### src/avdc_map.svh
`ifndef AVDC_MAP_SVH
`define AVDC_MAP_SVH

// ----------------------------------------
// Register indices (byte address is four times the index)
// ----------------------------------------
`define AVDC_IDX_RELEASE 12'h12A
`define AVDC_IDX_B1_UPPER 12'h12C
`define AVDC_IDX_B1_LOWER 12'h12E
`define AVDC_IDX_B2_UPPER 12'h130
`define AVDC_IDX_B2_LOWER 12'h132
`define AVDC_IDX_A1_UPPER 12'h134
`define AVDC_IDX_A1_LOWER 12'h136
`define AVDC_IDX_A2_UPPER 12'h138
`define AVDC_IDX_A2_LOWER 12'h13A

// ----------------------------------------
// Field positions and reset values
// ----------------------------------------
`define AVDC_RATE_MSB 11
`define AVDC_UPPER_MSB 15
`define AVDC_LOWER_MSB 3
`define AVDC_RATE_RESET 12'h050
`define AVDC_UPPER_RESET 16'h0000
`define AVDC_LOWER_RESET 4'h0
`define AVDC_RATE_SHIFT 23
`define AVDC_GAIN_UNITY 24'h800000

// ----------------------------------------
// Timing: clock and sample-rate periods
// ----------------------------------------
`define AVDC_CLK_HZ 10000000
`define AVDC_FS_32K 32000
`define AVDC_FS_44K1 44100
`define AVDC_FS_48K 48000
`define AVDC_FS_96K 96000
`define AVDC_PER_32K (`AVDC_CLK_HZ / `AVDC_FS_32K)
`define AVDC_PER_44K1 (`AVDC_CLK_HZ / `AVDC_FS_44K1)
`define AVDC_PER_48K (`AVDC_CLK_HZ / `AVDC_FS_48K)
`define AVDC_PER_96K (`AVDC_CLK_HZ / `AVDC_FS_96K)

`endif

### src/avdc_pkg.sv
`default_nettype none

package avdc_pkg;
    // Sample rate selection from the clock configuration
    typedef enum logic [1:0] {
        AVDC_FS_SEL_32K,
        AVDC_FS_SEL_44K1,
        AVDC_FS_SEL_48K,
        AVDC_FS_SEL_96K
    } avdc_fs_sel_t;

    // One filter coefficient split in its two staging halves
    typedef struct packed {
        logic [15:0] upper;
        logic [3:0] lower;
    } avdc_coef_t;

    // Captured AHB address phase
    typedef struct packed {
        logic valid;
        logic write;
        logic [11:0] index;
    } avdc_aphase_t;

    // Attenuation load from the attack side
    typedef struct packed {
        logic load;
        logic [23:0] gain;
    } avdc_atten_t;
endpackage

`default_nettype wire

### src/avdc_sample_tick.sv
`include "avdc_map.svh"
`default_nettype none

module avdc_sample_tick
    import avdc_pkg::*;
(
    // Clock and reset
    input wire logic mclk,
    input wire logic reset,
    // Rate selection and sample strobe
    input wire avdc_fs_sel_t system_sample_rate,
    output logic sample_tick
);
    logic [8:0] count_reg;
    logic [8:0] count_next;
    logic [8:0] period;

    // Cycles per sample for the selected rate
    always_comb begin
        case (system_sample_rate)
            AVDC_FS_SEL_32K: period = 9'(`AVDC_PER_32K);
            AVDC_FS_SEL_44K1: period = 9'(`AVDC_PER_44K1);
            AVDC_FS_SEL_48K: period = 9'(`AVDC_PER_48K);
            default: period = 9'(`AVDC_PER_96K);
        endcase
    end

    // Divider producing one pulse per sample
    always_comb begin
        sample_tick = 1'b0;
        count_next = count_reg + 9'h001;
        if (count_reg >= period - 9'h001) begin
            count_next = 9'h000;
            sample_tick = 1'b1;
        end
    end

    // Divider state
    always_ff @(posedge mclk) begin
        if (reset) begin
            count_reg <= 9'h000;
        end else begin
            count_reg <= count_next;
        end
    end
endmodule

`default_nettype wire

### src/avdc_regs.sv
// How it works
// - Release rate field is 12 bits, read-write, bits 11:0, resets to 0x50.
// - Rate field is per-sample release fraction of remaining headroom, scaled by 2^23.
// - Release step is applied once per sample at the selected system rate.
// - Each coefficient upper register holds 16 read-write bits, resetting to zero.
// - Each coefficient lower register holds 4 read-write bits; bits 15:4 read zero.
//
// Decided for this implementation: the AHB-Lite register port.
`include "avdc_map.svh"
`default_nettype none

module avdc_regs
    import avdc_pkg::*;
(
    // Clock and reset
    input wire logic mclk,
    input wire logic reset,
    // AHB-Lite slave
    input wire logic hsel,
    input wire logic [31:0] haddr,
    input wire logic [1:0] htrans,
    input wire logic hwrite,
    input wire logic [2:0] hsize,
    input wire logic [31:0] hwdata,
    input wire logic hready,
    output logic hreadyout,
    output logic hresp,
    output logic [31:0] hrdata,
    // Volume control side
    input wire avdc_fs_sel_t system_sample_rate,
    input wire logic auto_volume_control_en,
    input wire avdc_atten_t atten_in,
    output logic [23:0] release_gain,
    output logic sample_tick,
    // Staged coefficients, index 0..3 = B1, B2, A1, A2
    output avdc_coef_t [3:0] coef_stage,
    output logic [79:0] coef_words
);
    // ----------------------------------------
    // Decode helpers
    // ----------------------------------------

    // Slot of an upper register, 4 when none
    function automatic logic [2:0] upper_slot(input logic [11:0] idx);
        if (idx == `AVDC_IDX_B1_UPPER) begin
            upper_slot = 3'h0;
        end else if (idx == `AVDC_IDX_B2_UPPER) begin
            upper_slot = 3'h1;
        end else if (idx == `AVDC_IDX_A1_UPPER) begin
            upper_slot = 3'h2;
        end else if (idx == `AVDC_IDX_A2_UPPER) begin
            upper_slot = 3'h3;
        end else begin
            upper_slot = 3'h4;
        end
    endfunction

    // Slot of a lower register, 4 when none
    function automatic logic [2:0] lower_slot(input logic [11:0] idx);
        if (idx == `AVDC_IDX_B1_LOWER) begin
            lower_slot = 3'h0;
        end else if (idx == `AVDC_IDX_B2_LOWER) begin
            lower_slot = 3'h1;
        end else if (idx == `AVDC_IDX_A1_LOWER) begin
            lower_slot = 3'h2;
        end else if (idx == `AVDC_IDX_A2_LOWER) begin
            lower_slot = 3'h3;
        end else begin
            lower_slot = 3'h4;
        end
    endfunction

    // ----------------------------------------
    // Bus address phase
    // ----------------------------------------
    avdc_aphase_t aphase_reg;
    avdc_aphase_t aphase_next;
    logic [31:0] rdata_reg;
    logic [31:0] rdata_next;
    logic [11:0] req_index;
    logic req_take;

    // Zero-wait slave, always OKAY
    assign hreadyout = 1'b1;
    assign hresp = 1'b0;
    assign hrdata = rdata_reg;
    assign req_index = haddr[13:2];
    assign req_take = hsel && htrans[1] && hready;

    // ----------------------------------------
    // Register storage
    // ----------------------------------------
    logic [`AVDC_RATE_MSB:0] rate_reg;
    logic [`AVDC_RATE_MSB:0] rate_next;
    logic [15:0] upper_reg [4];
    logic [15:0] upper_next [4];
    logic [3:0] lower_reg [4];
    logic [3:0] lower_next [4];
    logic do_write;

    assign do_write = aphase_reg.valid && aphase_reg.write;

    // Release rate write, reserved bits dropped
    always_comb begin
        rate_next = rate_reg;
        if (do_write && aphase_reg.index == `AVDC_IDX_RELEASE) begin
            rate_next = hwdata[`AVDC_RATE_MSB:0];
        end
    end

    always_ff @(posedge mclk) begin
        if (reset) begin
            rate_reg <= `AVDC_RATE_RESET;
        end else begin
            rate_reg <= rate_next;
        end
    end

    // Four coefficient staging pairs
    genvar gi;
    generate
        for (gi = 0; gi < 4; gi++) begin : g_coef
            always_comb begin
                upper_next[gi] = upper_reg[gi];
                lower_next[gi] = lower_reg[gi];
                if (do_write && upper_slot(aphase_reg.index) == 3'(gi)) begin
                    upper_next[gi] = hwdata[`AVDC_UPPER_MSB:0];
                end
                if (do_write && lower_slot(aphase_reg.index) == 3'(gi)) begin
                    lower_next[gi] = hwdata[`AVDC_LOWER_MSB:0];
                end
            end

            always_ff @(posedge mclk) begin
                if (reset) begin
                    upper_reg[gi] <= `AVDC_UPPER_RESET;
                    lower_reg[gi] <= `AVDC_LOWER_RESET;
                end else begin
                    upper_reg[gi] <= upper_next[gi];
                    lower_reg[gi] <= lower_next[gi];
                end
            end

            // Upper bits above lower bits
            assign coef_stage[gi].upper = upper_reg[gi];
            assign coef_stage[gi].lower = lower_reg[gi];
            assign coef_words[gi*20 +: 20] = {upper_reg[gi], lower_reg[gi]};
        end
    endgenerate

    // ----------------------------------------
    // Bus read path
    // ----------------------------------------
    logic [2:0] rd_upper;
    logic [2:0] rd_lower;

    assign rd_upper = upper_slot(req_index);
    assign rd_lower = lower_slot(req_index);

    // Capture address phase and read data
    always_comb begin
        aphase_next.valid = req_take;
        aphase_next.write = hwrite;
        aphase_next.index = req_index;
        rdata_next = rdata_reg;
        if (req_take && !hwrite) begin
            if (req_index == `AVDC_IDX_RELEASE) begin
                rdata_next = {20'h00000, rate_reg};
            end else if (rd_upper != 3'h4) begin
                rdata_next = {16'h0000, upper_reg[rd_upper[1:0]]};
            end else if (rd_lower != 3'h4) begin
                rdata_next = {28'h0000000, lower_reg[rd_lower[1:0]]};
            end else begin
                rdata_next = 32'h00000000;
            end
        end
    end

    always_ff @(posedge mclk) begin
        if (reset) begin
            aphase_reg <= '0;
            rdata_reg <= 32'h00000000;
        end else begin
            aphase_reg <= aphase_next;
            rdata_reg <= rdata_next;
        end
    end

    // ----------------------------------------
    // Release of attenuation
    // ----------------------------------------
    avdc_sample_tick u_tick (
        .mclk(mclk),
        .reset(reset),
        .system_sample_rate(system_sample_rate),
        .sample_tick(sample_tick)
    );

    logic [23:0] gain_reg;
    logic [23:0] gain_next;
    logic [23:0] headroom;
    logic [35:0] step_prod;
    logic [23:0] step;

    // Step is rate times remaining headroom over 2^23
    assign headroom = `AVDC_GAIN_UNITY - gain_reg;
    assign step_prod = 36'(headroom) * 36'(rate_reg);
    assign step = 24'(step_prod >> `AVDC_RATE_SHIFT);

    // Disable forces unity, else attack load wins, else one step per sample
    always_comb begin
        gain_next = gain_reg;
        if (!auto_volume_control_en) begin
            gain_next = `AVDC_GAIN_UNITY;
        end else if (atten_in.load) begin
            gain_next = (atten_in.gain > `AVDC_GAIN_UNITY) ? `AVDC_GAIN_UNITY : atten_in.gain;
        end else if (sample_tick) begin
            gain_next = (step == 24'h000000 && headroom != 24'h000000) ?
                gain_reg + 24'h000001 : gain_reg + step;
        end
    end

    always_ff @(posedge mclk) begin
        if (reset) begin
            gain_reg <= `AVDC_GAIN_UNITY;
        end else begin
            gain_reg <= gain_next;
        end
    end

    assign release_gain = gain_reg;
endmodule

`default_nettype wire

### config.mk
export PLATFORM = sky130hd
export DESIGN_NAME = avdc_regs
export DESIGN_NICKNAME = d
export VERILOG_FILES = /design/src/avdc_pkg.sv /design/src/avdc_sample_tick.sv /design/src/avdc_regs.sv
export VERILOG_INCLUDE_DIRS = /design/src
export SDC_FILE = /design/constraint.sdc
export NUM_CORES = 1
export LEC_CHECK = 0
export BUFFER_PORTS_ARGS = -buffer_cell sky130_fd_sc_hd__buf_4
export CAP_MARGIN = 15
export CORE_MARGIN = 4
export CORE_UTILIZATION = 58
export CTS_BUF_LIST = sky130_fd_sc_hd__clkbuf_16
export DETAILED_ROUTE_END_ITERATION = 16
export PLACE_DENSITY = 0.83
export SLEW_MARGIN = 20
export SYNTH_ARGS = -nofsm -noshare
export SYNTH_HDL_FRONTEND = slang
export SYNTH_HIERARCHICAL = 1
export SYNTH_SLANG_ARGS = --single-unit
### constraint.sdc
create_clock -name mclk -period 13 [get_ports mclk]
set_clock_uncertainty 0.1 [all_clocks]
set_input_delay 1.3 -clock mclk [delete_from_list [all_inputs] [get_ports mclk]]
set_output_delay 1.3 -clock mclk [all_outputs]
set_load 0.01 [all_outputs]
==> results.txt <==
layout cells sized above 1 - 17.5%
Cells after Synth - 1992
dominant synthesized flop cell - dfxtp_1
Worst-path clk slew - 0.07 ns
port bufs - 262
max_cap viols - 0
die height - 181 um
reg2reg start - release_gain[0]$_SDFFE_PP0P_
Post-CTS Hold Fix Bufs - 0
Ys Warns - 6
CTS sink count - 155
final setup fails - 0
Post-Syn Area - 0.0174 mm^2
Setup CP Type - flop to flop
Top Layer Used - met5
Via density - 5.79
Crit path top cell by count - fa_1
TritonCTS clock tree - built
Reg2Reg Setup Slack - 1.80 ns
Post-Synth XOR/XNOR Area - 2.71%
first-pass GRT wire length - 78.1 mm
Nets - 2527
via count - 14529
Power Dens Cells - 83.8 mW/mm^2
met2 wire length - 24.4 mm
CP arrival - 11.42 ns
mux contribution to synthesized area - 8.22%
PostCTS Resize Cnt - 0
Die Width - 181 um
FF+latch area - 0.00311 mm^2
CP Capture Type - flop
crit-path max cell delay - 0.55 ns
routability cong. - 0.906
Tcrit/Tclk final - 86.2%
drt pass-1 iters - 6
Largest register FFs - 64
Avg WL per Cell - 18.7 um
peak fanout along the critical path - 18
Synth Area in Compound Gates - 7.26%
Crit path required time - 13.22 ns
GRT overflow - 0
Max IR drop VDD - 118 uV
synthesized area per cell - 8.74 um^2
Slew Limit Fails - 0
Setup crit start - release_gain[0]$_SDFFE_PP0P_
num ports - 321
DIE AREA - 0.0329 mm^2
GRT Util Overall - 28.8%
Hold Fails Final Rpt - 0
worst reg2reg path endpoint - release_gain[16]$_SDFFE_PP0P_
Hold Path Class - flop to flop
CTS Buf Count - 17
CTS Buffer Depth - 2
Slew headroom - 22.7%
status - completed
post-synthesis adder-cell area fraction - 32.3%
Worst R2R Path Depth - 41
DRT antenna net count - 0
met1 WL - 17.9 mm
Worst Hold Path Cells - 2
RSZ-0062 raised after global routing - false
EDFF count, synth - 0
cell with the most instances after synthesis - inv_1
Slew @ Worst Pin - 1.16 ns
routed wire length - 47.0 mm
# fillers - 2330
DR iter-0 viols - 1067
Slowest cell on crit path - fa_1
initial antenna violation count - 1
fmax - 0.0893 GHz
Commonest cells post-synth - 268 x inv_1, 252 x nand2_1, 220 x fa_1
library cells used by synthesis - 79
clk_lat worst skew - 0.44 ns
total power draw - 1.64 mW
CP startpoint kind - flop
Rows - 63
Seq/Total Area, Yosys - 17.8%
DR DRC count - 0
final setup TNS - 0 ns
core area - 0.0296 mm^2
Synth top area share - 25.3%
vias in the first global route - 15600
main combinational cell family by area after synthesis - adder cells
synthesis-to-layout area growth - 12.5%
hold wc startpoint - hrdata[6]$_SDFFE_PP0P_
DP HPWL - 35.9 mm
clk root buf - clkbuf_16
post-synthesis simple-gate area fraction - 19.0%
#FFs+latches synth - 155
routed wl met3 - 3.16 mm
Multi-input gate area - 0.0122 mm^2
CTS H-tree depth - 4
Final min period - 11.20 ns
end of the worst hold path - hrdata[6]$_SDFFE_PP0P_
Starting Density - 58.7%
largest net degree at the start of global routing - 100
Lkg Pwr - 9.52 nW
Post-CTS Setup Bufs - 0
Synth area leader - fa_1
Synth async-reset ratio - 0%
top post-synthesis cells by area - fa_1 25%, dfxtp_1 18%, ha_1 7.0%
[power by group]
group	switching, mW	leakage [nW]	internal (mW)
Combinational	0.396	7.98	0.253
Clock	0.218	0.289	0.287
Sequential	0.00675	1.26	0.480
[kinds of logic (layout without fill, tap and decap cells)]
kind of cell | after synthesis | count (layout)
flip-flops | 155 | 155
AND/OR/NAND/NOR | 680 | 680
multiplexers | 118 | 118
AO/OA/AOI/OAI | 187 | 187
XOR/XNOR | 53 | 53
buffers and inverters | 479 | 591
other | 2 | 19
adder cells (fa/ha/maj) | 318 | 318
[metal layers]
metal  vias to the layer above  GRT usage (%)
li1                       6500              -
met1                      7200           35.2
met2                       703           51.9
met3                       124           3.89
met4                         2           10.4
met5                         -              0
[worst max path at each step]
stage	end	slack (ns)	cells past startpoint
after detailed placement	release_gain[16]$_SDFFE_PP0P_	2.02	40
final	release_gain[16]$_SDFFE_PP0P_	1.80	41
after CTS	release_gain[16]$_SDFFE_PP0P_	1.89	41
after global routing	release_gain[16]$_SDFFE_PP0P_	0.90	41
after floorplan	release_gain[16]$_SDFFE_PP0P_	3.07	40
after global placement	release_gain[16]$_SDFFE_PP0P_	2.10	39
[cell type report]
cell class                      instances  area share (%)
Timing Repair Buffer                  291            11.2
Clock buffer                           17            2.17
Antenna cell                            1          0.0128
Multi-Input combinational cell       1374            62.3
Inverter                              268            5.14
Clock inverter                         15           0.843
Sequential cell                       155            15.9
Tap cell                              390            2.49
[worst max-delay path, delay by kind of cell, from the launching register on]
family / cells / cell delay, ns
fa+ha+maj: 9 / 3.88
simple gates: 13 / 3.57
xor+xnor: 2 / 0.40
compound gates: 10 / 2.05
buf+inv: 7 / 0.76
flops: 1 / 0.30
[cell usage in the layout (no fill, tap or decap), drive strengths merged, types with 5 or more instances in the layout]
cell type  synthesis  layout
a211oi             7       7
a21o              15      15
a21oi             55      55
a221oi            12      12
a22oi              9       9
a31oi             14      14
and2              96      96
and3               9       9
buf              119     291
clkbuf            92      17
conb               2      18
dfxtp            155     155
fa               220     220
ha                98      98
inv              268     275
mux2i             98      98
mux4              20      20
nand2            252     252
nand3             27      27
nand4             17      17
nor2             167     167
nor2b             23      23
nor3              30      30
nor3b              5       5
nor4              18      18
o211ai             5       5
o21ai             27      27
o21bai             7       7
or3                5       5
or4                7       7
xnor2             33      33
xor2              20      20
[metrics by stage]
stage / utilization (%) / instance area, um^2 / hold slack [ns] / cells / worst slack, ns
finish: 66.1 / 19600 / 0.400 / 2511 / 1.80
CTS: 66.1 / 19600 / 0.400 / 2510 / 1.89
floorplan: - / 17500 / 0.341 / 2008 / 3.07
detailed placement: 64.1 / 19000 / 0.387 / 2478 / 2.02
global placement: 64.0 / 19000 / 0.362 / 2478 / 2.10
global route: 66.1 / 19600 / 0.414 / 2510 / 0.898
Note: power is estimated with default switching activity, not from simulation.
